===== src/hpsr_pkg.sv =====
// Package for the host port strobe, request and acknowledge pin block
// Functional notes
// [RULE_01] Strobe active and direction high: drive the eight data lines to the host.
// [RULE_02] Strobe active and direction low: data lines are inputs from the host; the code also drives them on acknowledge while service is pending.
// [RULE_03] Write data is captured on the deasserting (rising) edge of the strobe.
// [RULE_04] Open-drain service request asks the host or DMA for service.
// [RULE_05] Acknowledge input is the DMA handshake answering the service request.
// [RULE_06] Acknowledge input also accepts a host interrupt-acknowledge cycle.
// [RULE_07] Host port not selected: the three pins become port-B lines 12, 13, 14.
// [RULE_08] After reset the three port-B lines are general-purpose inputs.
// [RULE_09] Port-B line 13 drives push-pull, not open-drain.
// [RULE_10] Host should form the strobe from chip select and an enable strobe.
// [RULE_11] Host holds direction select stable while the strobe is asserted.
// [RULE_12] Host-port mode: data lines float whenever the strobe is deasserted; the code also drives them on acknowledge while service is pending.
// [RULE_13] Host drives the three register-select inputs for each access.
// [RULE_14] Request pulls low when service is pending, else released to float.
`default_nettype none
package hpsr_pkg;
  localparam int DATA_W = 8;
  localparam int SEL_W  = 3;
  localparam int GP_W   = 3;
  localparam logic [DATA_W-1:0] DATA_RST = 8'h00;
  localparam logic [GP_W-1:0]   GP_RST   = 3'h0;
  localparam logic [SEL_W-1:0]  SEL_RST  = 3'h0;
  localparam int GP_STROBE = 0;
  localparam int GP_REQ    = 1;
  localparam int GP_ACK    = 2;

  // One captured host write
  typedef struct packed {
    logic [SEL_W-1:0]  sel;
    logic [DATA_W-1:0] data;
  } hpsr_write_t;

  // Port-B general-purpose control for lines 12..14
  typedef struct packed {
    logic [GP_W-1:0] dir;
    logic [GP_W-1:0] out;
  } hpsr_gpio_t;
endpackage
`default_nettype wire


===== src/hpsr_host_pins.sv =====
// Host port strobe, service request and acknowledge pin logic
`timescale 1ns/100ps
`default_nettype none
module hpsr_host_pins (
  // Clock and reset
  input  wire logic                         sys_clk,
  input  wire logic                         reset,
  input  wire logic                         clkEn,
  // Mode and core side
  input  wire logic                         hostPortSel,
  input  wire logic [hpsr_pkg::DATA_W-1:0]  readData,
  input  wire logic                         servicePending,
  input  wire hpsr_pkg::hpsr_gpio_t         gpioCtl,
  output hpsr_pkg::hpsr_write_t             writeWord,
  output logic                              writeStrobe,
  output logic                              dmaAck,
  output logic                              intAck,
  output logic [hpsr_pkg::GP_W-1:0]         gpioIn,
  // Host pins
  input  wire logic                         hostTransferStrobeN,
  input  wire logic                         hostDirectionSelect,
  input  wire logic [hpsr_pkg::SEL_W-1:0]   hostRegisterSelect,
  input  wire logic [hpsr_pkg::DATA_W-1:0]  hostDataLinesIn,
  output logic [hpsr_pkg::DATA_W-1:0]       hostDataLinesOut,
  output logic                              hostDataLinesOe,
  input  wire logic                         hostServiceRequestIn,
  output logic                              hostServiceRequestOut,
  output logic                              hostServiceRequestOe,
  input  wire logic                         hostAcknowledgeN,
  output logic [hpsr_pkg::GP_W-1:0]         portBOut,
  output logic [hpsr_pkg::GP_W-1:0]         portBOe
);
  logic                        strobeDly_reg;
  logic [hpsr_pkg::GP_W-1:0]   gpDir_reg;
  logic [hpsr_pkg::GP_W-1:0]   gpOut_reg;
  logic [hpsr_pkg::DATA_W-1:0] rdData_reg;
  hpsr_pkg::hpsr_write_t       wr_reg;
  logic                        wrStb_reg;
  logic                        strobeActive;
  logic                        strobeRise;
  logic                        ackActive;
  logic [hpsr_pkg::GP_W-1:0]   pinIn;

  assign strobeActive = hostPortSel && !hostTransferStrobeN;
  // Deassertion edge; only meaningful in host-port mode
  assign strobeRise   = hostPortSel && !strobeDly_reg && hostTransferStrobeN;
  assign ackActive    = hostPortSel && !hostAcknowledgeN;
  assign pinIn        = {hostAcknowledgeN, hostServiceRequestIn, hostTransferStrobeN};

  always_ff @(posedge sys_clk) begin
    if (reset) begin
      strobeDly_reg <= 1'b1;
    end else if (clkEn) begin
      strobeDly_reg <= hostTransferStrobeN;
    end
  end

  // Write capture at strobe release
  always_ff @(posedge sys_clk) begin
    if (reset) begin
      wr_reg    <= '{sel: hpsr_pkg::SEL_RST, data: hpsr_pkg::DATA_RST};
      wrStb_reg <= 1'b0;
    end else if (clkEn) begin
      wrStb_reg <= strobeRise && !hostDirectionSelect; // RULE_03
      if (strobeRise && !hostDirectionSelect) begin
        wr_reg.data <= hostDataLinesIn; // RULE_03 RULE_02
        wr_reg.sel  <= hostRegisterSelect;
      end
    end
  end

  // Read data held in a flop so the bus does not glitch
  always_ff @(posedge sys_clk) begin
    if (reset) begin
      rdData_reg <= hpsr_pkg::DATA_RST;
    end else if (clkEn) begin
      rdData_reg <= readData;
    end
  end

  // GPIO direction and level; reset leaves all three as inputs
  always_ff @(posedge sys_clk) begin
    if (reset) begin
      gpDir_reg <= hpsr_pkg::GP_RST; // RULE_08
      gpOut_reg <= hpsr_pkg::GP_RST;
    end else if (clkEn) begin
      gpDir_reg <= gpioCtl.dir;
      gpOut_reg <= gpioCtl.out;
    end
  end

  assign writeWord   = wr_reg;
  assign writeStrobe = wrStb_reg;
  // Also drive data when acknowledge arrives during a pending request
  assign hostDataLinesOe  = (strobeActive && hostDirectionSelect)
                          || (ackActive && servicePending); // RULE_01 RULE_02 RULE_12
  assign hostDataLinesOut = rdData_reg;
  assign hostServiceRequestOut = hostPortSel ? 1'b0 : gpOut_reg[hpsr_pkg::GP_REQ]; // RULE_14
  assign hostServiceRequestOe  = hostPortSel ? servicePending
                               : gpDir_reg[hpsr_pkg::GP_REQ]; // RULE_04 RULE_09
  assign dmaAck  = ackActive && servicePending; // RULE_05
  assign intAck  = ackActive && !servicePending; // RULE_06
  assign gpioIn  = hostPortSel ? hpsr_pkg::GP_RST : pinIn; // RULE_07
  assign portBOut = hostPortSel ? hpsr_pkg::GP_RST : gpOut_reg;
  assign portBOe  = hostPortSel ? hpsr_pkg::GP_RST
                  : (gpDir_reg & ~(3'h1 << hpsr_pkg::GP_REQ)); // RULE_07
endmodule
`default_nettype wire


===== config.mk =====
export PLATFORM = sky130hd
export DESIGN_NAME = hpsr_host_pins
export DESIGN_NICKNAME = d
export VERILOG_FILES = /design/src/hpsr_pkg.sv /design/src/hpsr_host_pins.sv
export SDC_FILE = /design/constraint.sdc
export NUM_CORES = 1
export LEC_CHECK = 0
export BUFFER_PORTS_ARGS = -buffer_cell sky130_fd_sc_hd__buf_2
export CAP_MARGIN = 20
export CORE_MARGIN = 10
export CORE_UTILIZATION = 43
export CTS_CLUSTER_DIAMETER = 120
export DETAILED_ROUTE_END_ITERATION = 6
export PLACE_DENSITY_LB_ADDON = 0.15
export SLEW_MARGIN = 20
export SYNTH_ARGS = -nofsm -noshare
export SYNTH_HDL_FRONTEND = slang
export SYNTH_SLANG_ARGS = --single-unit

===== constraint.sdc =====
create_clock -name sys_clk -period 1.35 [get_ports sys_clk]
set_clock_uncertainty 0.05 [all_clocks]
set_input_delay 0.27 -clock sys_clk [delete_from_list [all_inputs] [get_ports sys_clk]]
set_output_delay 0.27 -clock sys_clk [all_outputs]
set_load 0.01 [all_outputs]

==> flow_summary.yaml, run 1 <==
synth:
  ys_types: 21
  synthSimpleGateAreaFrac_pct: 25.3
  synth_top_area_cell: "dfxtp_1"
  syn_inst: 119
  ys_seq_area_share_pct: 44.4
  synthAdderAreaFrac_pct: 0
  synth.top_cell.area_share_pct: 44.4
  synth_xor_area_share_pct: 0
  synth_top_family_by_area: "simple AND/OR/NAND/NOR gates"
  ys_seq_elements: 27
  synth.avg_cell_area_um2: 10.2
  synthMuxAreaShare_pct: 21.5
  synth_area_um2: 1220
  yosys_warnings: 0
  yosys-top-cells-area: "dfxtp_1, mux2i_1, nand2b_1"
  synth_compound_area_share_pct: 1.85
  syn_nets: 153
timing:
  setup_viol: 1
  rsz0062_at_grt: "yes"
  final-hold-violation-count: 0
  fin_ws_ps: -8.01
  post-route-period-util_pct: 101
  worstMarginPinSlew_ps: 521
  max_freq_mhz: 736
  min_period_ps: 1360
  max_slew_margin_pct: 65.3
  hold-worst-slack_ps: 134
  setup_tns_ps: -8.01
  slew_viol_final: 0
layout:
  syn2layout_area_growth_pct: 30.6
  diodes: 0
  fill_cells: 261
  largest_reg_flops: 11
  final_core_util_pct: 58.1
  final_common_cell: "buf_2"
  layout.nets: 218
  final_cell_mix: "buf_2, dfxtp_1, mux2i_1"
  drive_gt1_share_pct: 42.6
  final_cells: 214
setup_path:
  crit_type: "flop to output pin"
  worstPathMaxFanout: 2
  crit_path_end_kind: "output pin"
  worstSetupStartpointType: "flop"
  worstPathArrival_ps: 1040
  worstPathRequired_ps: 1030
flow_run:
  drv_cap: 0
floorplan:
  core.rowCount: 19
  core-area_um2: 2730
  io_pins: 68
  dieArea_um2: 5360
  die_y_um: 73.2
  initial_core_util_pct: 44.5
  die_w_um: 73.2
clocking:
  clkTransAtPathRegs_ps: 140
  post-cts-setup-buffers: 0
  clkLatencyLatePin_ps: 310
  clock_path_buffers: 2
  root_buffer: "clkbuf_4"
  cts_resized: 0
  hold_buffers: 0
  cts_buffers: 3
  cts_tree: "done"
  h-tree-depth: 1
  cts_sinks: 27
power_and_ir_drop:
  p_leak_nw: 0.800
  vdd_drop_max_uv: 556
  total_power_mw: 1.40
  pwr_density_cell_nw_per_um2: 881
route:
  wl_mm: 2.83
  first_pass_iters: 4
  via_count: 998
  drt-vias-per-instance: 4.66
  wire_per_inst_um: 13.2
  drt_iter0_drc: 22
  ant_nets: 0
  drc_errors: 0
global_routing:
  grt_pass1_wl_mm: 4.41
  antenna_found_initial: 0
  grt_start_max_net_pins: 39
  grt_overflow: 0
  grt.total_usage_pct: 10.0
  grt_pass1_vias: 1006
outcome:
  violations: "negative setup slack"
  run_status: "finished, violations left"
placed_design:
  place_inst: 210
  dp_hpwl_mm: 2.33
  portBuffers: 66
  gp_congestion: 0.695
min_path:
  worstHoldPathType: "input pin to flop"
[where the power goes]
group	leakage [nW]	total, mW	internal (mW)	switching, mW
clock	0.0150	0.329	0.115	0.214
combinational	0.564	0.229	0.122	0.108
sequential	0.221	0.840	0.827	0.0130
total	0.800	1.40	1.06	0.335
[routing by layer]
| metal | vias to the layer above | global-route usage (%) | part of all wire [%] | wire length (um) |
|---|---|---|---|---|
| li1 | 514 | - | - | - |
| met1 | 448 | 10.7 | 39 | 1090 |
| met2 | 34 | 17.6 | 51 | 1450 |
| met3 | 2 | 3.95 | 9.4 | 266 |
| met4 | 0 | 3.16 | 0.71 | 20 |
| met5 | - | 0 | 0 | 0 |
[worst paths after layout]
check                             start                          to  slack, ps  cells past startpoint
max           gpDir_reg[1]$_SDFFE_PP0P_        hostServiceRequestOe         -8                      2
min                          gpioCtl[3]   gpDir_reg[0]$_SDFFE_PP0P_        130                      3
max reg2reg  strobeDly_reg$_SDFFE_PP1P_   writeWord[6]$_SDFFE_PP0P_        240                      4
min reg2reg  writeWord[10]$_SDFFE_PP0P_  writeWord[10]$_SDFFE_PP0P_        430                      2
[cell usage after synthesis, drive strengths merged]
| cell | instances |
|---|---|
| dfxtp | 27 |
| mux2i | 25 |
| nand2b | 22 |
| nor2 | 15 |
| nor2b | 10 |
| buf | 8 |
| clkbuf | 2 |
| a211o | 1 |
| and3b | 1 |
| conb | 1 |
| inv | 1 |
| mux2 | 1 |
| nand2 | 1 |
| nand4b | 1 |
| nor3b | 1 |
| o21bai | 1 |
| o22ai | 1 |
[critical path, cell delays in order, from the launching register on]
cell and delay (ps):
dfxtp_2 340, mux2_2 260, buf_6 120
[final cells by class]
cell class | instances | area [um^2] | area share, %
repair buffers | 70 | 379 | 23.9
flip-flops and latches | 27 | 542 | 34.1
well taps | 31 | 38.8 | 2.44
multi-input cells | 81 | 598 | 37.7
clock buffers | 4 | 26.3 | 1.65
inverters | 1 | 3.75 | 0.236
[cells by family (layout without fill, tap and decap cells)]
logic type | Yosys count | in the layout
other | 1 | 1
AOI/OAI and AO/OA | 3 | 3
buffers and inverters | 11 | 75
muxes | 26 | 26
and+or+nand+nor | 51 | 51
DFF | 27 | 27
[metrics by stage]
step | cell area [um^2] | worst slack (ps)
2_1_floorplan | 1220 | 157
3_3_place_gp | 1550 | 103
3_5_place_dp | 1550 | 93.4
4_1_cts | 1580 | -30.9
5_1_grt | 1590 | -49.8
6_report | 1590 | -8.01
Note: power is estimated with default switching activity, not from simulation.
==> run 2: changes to the inputs <==
--- a/config.mk
+++ b/config.mk
@@ -12,6 +12,7 @@
 export CTS_CLUSTER_DIAMETER = 120
 export DETAILED_ROUTE_END_ITERATION = 6
 export PLACE_DENSITY_LB_ADDON = 0.15
+export RECOVER_POWER = 100
 export SLEW_MARGIN = 20
 export SYNTH_ARGS = -nofsm -noshare
 export SYNTH_HDL_FRONTEND = slang
==> flow_summary.yaml, run 2 (synthesis results as in run 1) <==
floorplan:
  die_y_um: 73.2
  core.rowCount: 19
  die_w_um: 73.2
  dieArea_um2: 5360
  core-area_um2: 2730
  io_pins: 68
  initial_core_util_pct: 44.5
layout:
  final_cell_mix: "buf_2, clkbuf_1, dfxtp_1"
  final_common_cell: "buf_2"
  layout.nets: 218
  fill_cells: 280
  design_area_um2: 1530
  multi_input_area_um2: 598
  final_core_util_pct: 56.0
  largest_reg_flops: 11
  regArea_um2: 542
  syn2layout_area_growth_pct: 25.9
  diodes: 0
  final_cells: 214
  drive_gt1_share_pct: 27.9
timing:
  worstMarginPinSlew_ps: 528
  slew_viol_final: 0
  hold-worst-slack_ps: 134
  max_slew_margin_pct: 64.8
  setup_viol: 1
  rsz0062_at_grt: "yes"
  max_freq_mhz: 737
  post-route-period-util_pct: 101
  fin_ws_ps: -7.76
  final-hold-violation-count: 0
  setup_tns_ps: -7.76
  min_period_ps: 1360
clocking:
  root_buffer: "clkbuf_4"
  h-tree-depth: 1
  clock_path_buffers: 2
  clkTransAtPathRegs_ps: 140
  post-cts-setup-buffers: 0
  cts_buffers: 3
  cts_sinks: 27
  cts_tree: "done"
  clkLatencyLatePin_ps: 310
route:
  drc_errors: 0
  via_count: 1006
  wire_per_inst_um: 13.2
  first_pass_iters: 4
  wl_mm: 2.83
  drt-vias-per-instance: 4.70
  drt_iter0_drc: 26
  ant_nets: 0
setup_path:
  worstSetupStartpointType: "flop"
  worstPathArrival_ps: 1040
  worstPathMaxFanout: 2
  crit_path_cell_trace: "mux2_2, buf_6"
  worstPathRequired_ps: 1030
  critical-path-top-delay-family: "flip-flops"
  crit_type: "flop to output pin"
  max_stage_delay_ps: 340
  cp_num_buf_inv: 1
  crit_path_end_kind: "output pin"
  cp_slowest_cell: "dfxtp_2"
power_and_ir_drop:
  total_power_mw: 1.39
  vdd_drop_max_uv: 555
  p_leak_nw: 0.683
  pwr_density_cell_nw_per_um2: 906
placed_design:
  place_inst: 210
  gp_congestion: 0.695
  portBuffers: 66
  post-place-ws_ps: 93.4
  dp_hpwl_mm: 2.33
  dpl_cell_area_um2: 1550
global_routing:
  grt_pass1_wl_mm: 4.41
  grt_overflow: 0
  grt_pass1_vias: 1006
  antenna_found_initial: 0
  grt.total_usage_pct: 10.0
  grt_start_max_net_pins: 39
flow_run:
  drv_cap: 0
outcome:
  violations: "negative setup slack"
  run_status: "finished, violations left"
min_path:
  worstHoldPathType: "input pin to flop"
[run 2: changes by cell type in the layout (fill, tap and decap cells not counted)]
cell      previous run  this run
buf_2               65        34
buf_12               1         0
clkbuf_1             1        28
buf_4                3         0
clkbuf_2             0         8
[run 2: worst reg2reg max path: stages (launching register included)]
cell	delay, ps
dfxtp_1	330
nand4b_4	180
nor2_4	80
clkbuf_2	330
mux2i_1	250
[run 2: what timing repair did]
action,4_1_cts,5_1_grt
setup endpoints to repair,1,3
gates resized for setup,0,3
gates cloned,0,0
hold buffers,0,0
[run 2: worst paths after layout]
| kind | startpoint | end | slack (ps) | cells past startpoint |
|---|---|---|---|---|
| min | gpioCtl[3] | gpDir_reg[0]$_SDFFE_PP0P_ | 130 | 3 |
| max | gpDir_reg[1]$_SDFFE_PP0P_ | hostServiceRequestOe | -8 | 2 |
| min reg2reg | writeWord[10]$_SDFFE_PP0P_ | writeWord[10]$_SDFFE_PP0P_ | 430 | 2 |
| max reg2reg | strobeDly_reg$_SDFFE_PP1P_ | writeWord[6]$_SDFFE_PP0P_ | 40 | 4 |
[run 2: per-layer routing]
| layer | wire, um | vias up | part of all wire [%] | track usage [%] |
|---|---|---|---|---|
| li1 | - | 514 | - | - |
| met1 | 1080 | 454 | 38 | 10.7 |
| met2 | 1450 | 36 | 51 | 17.6 |
| met3 | 282 | 2 | 10 | 3.95 |
| met4 | 20 | 0 | 0.71 | 3.16 |
| met5 | 0 | - | 0 | 0 |
[run 2: area by class of cell]
type                       count  area share (%)
inverter                       1           0.245
tap                           31            2.53
sequential                    27            35.4
timing repair buffer          70            21.1
multi-input combinational     81            39.1
clock buffer                   4            1.72
[run 2: power by group]
| group | total (mW) | internal, mW | switching [mW] |
|---|---|---|---|
| combinational | 0.219 | 0.111 | 0.108 |
| clock | 0.329 | 0.115 | 0.214 |
| sequential | 0.840 | 0.827 | 0.0134 |
| total | 1.39 | 1.05 | 0.335 |
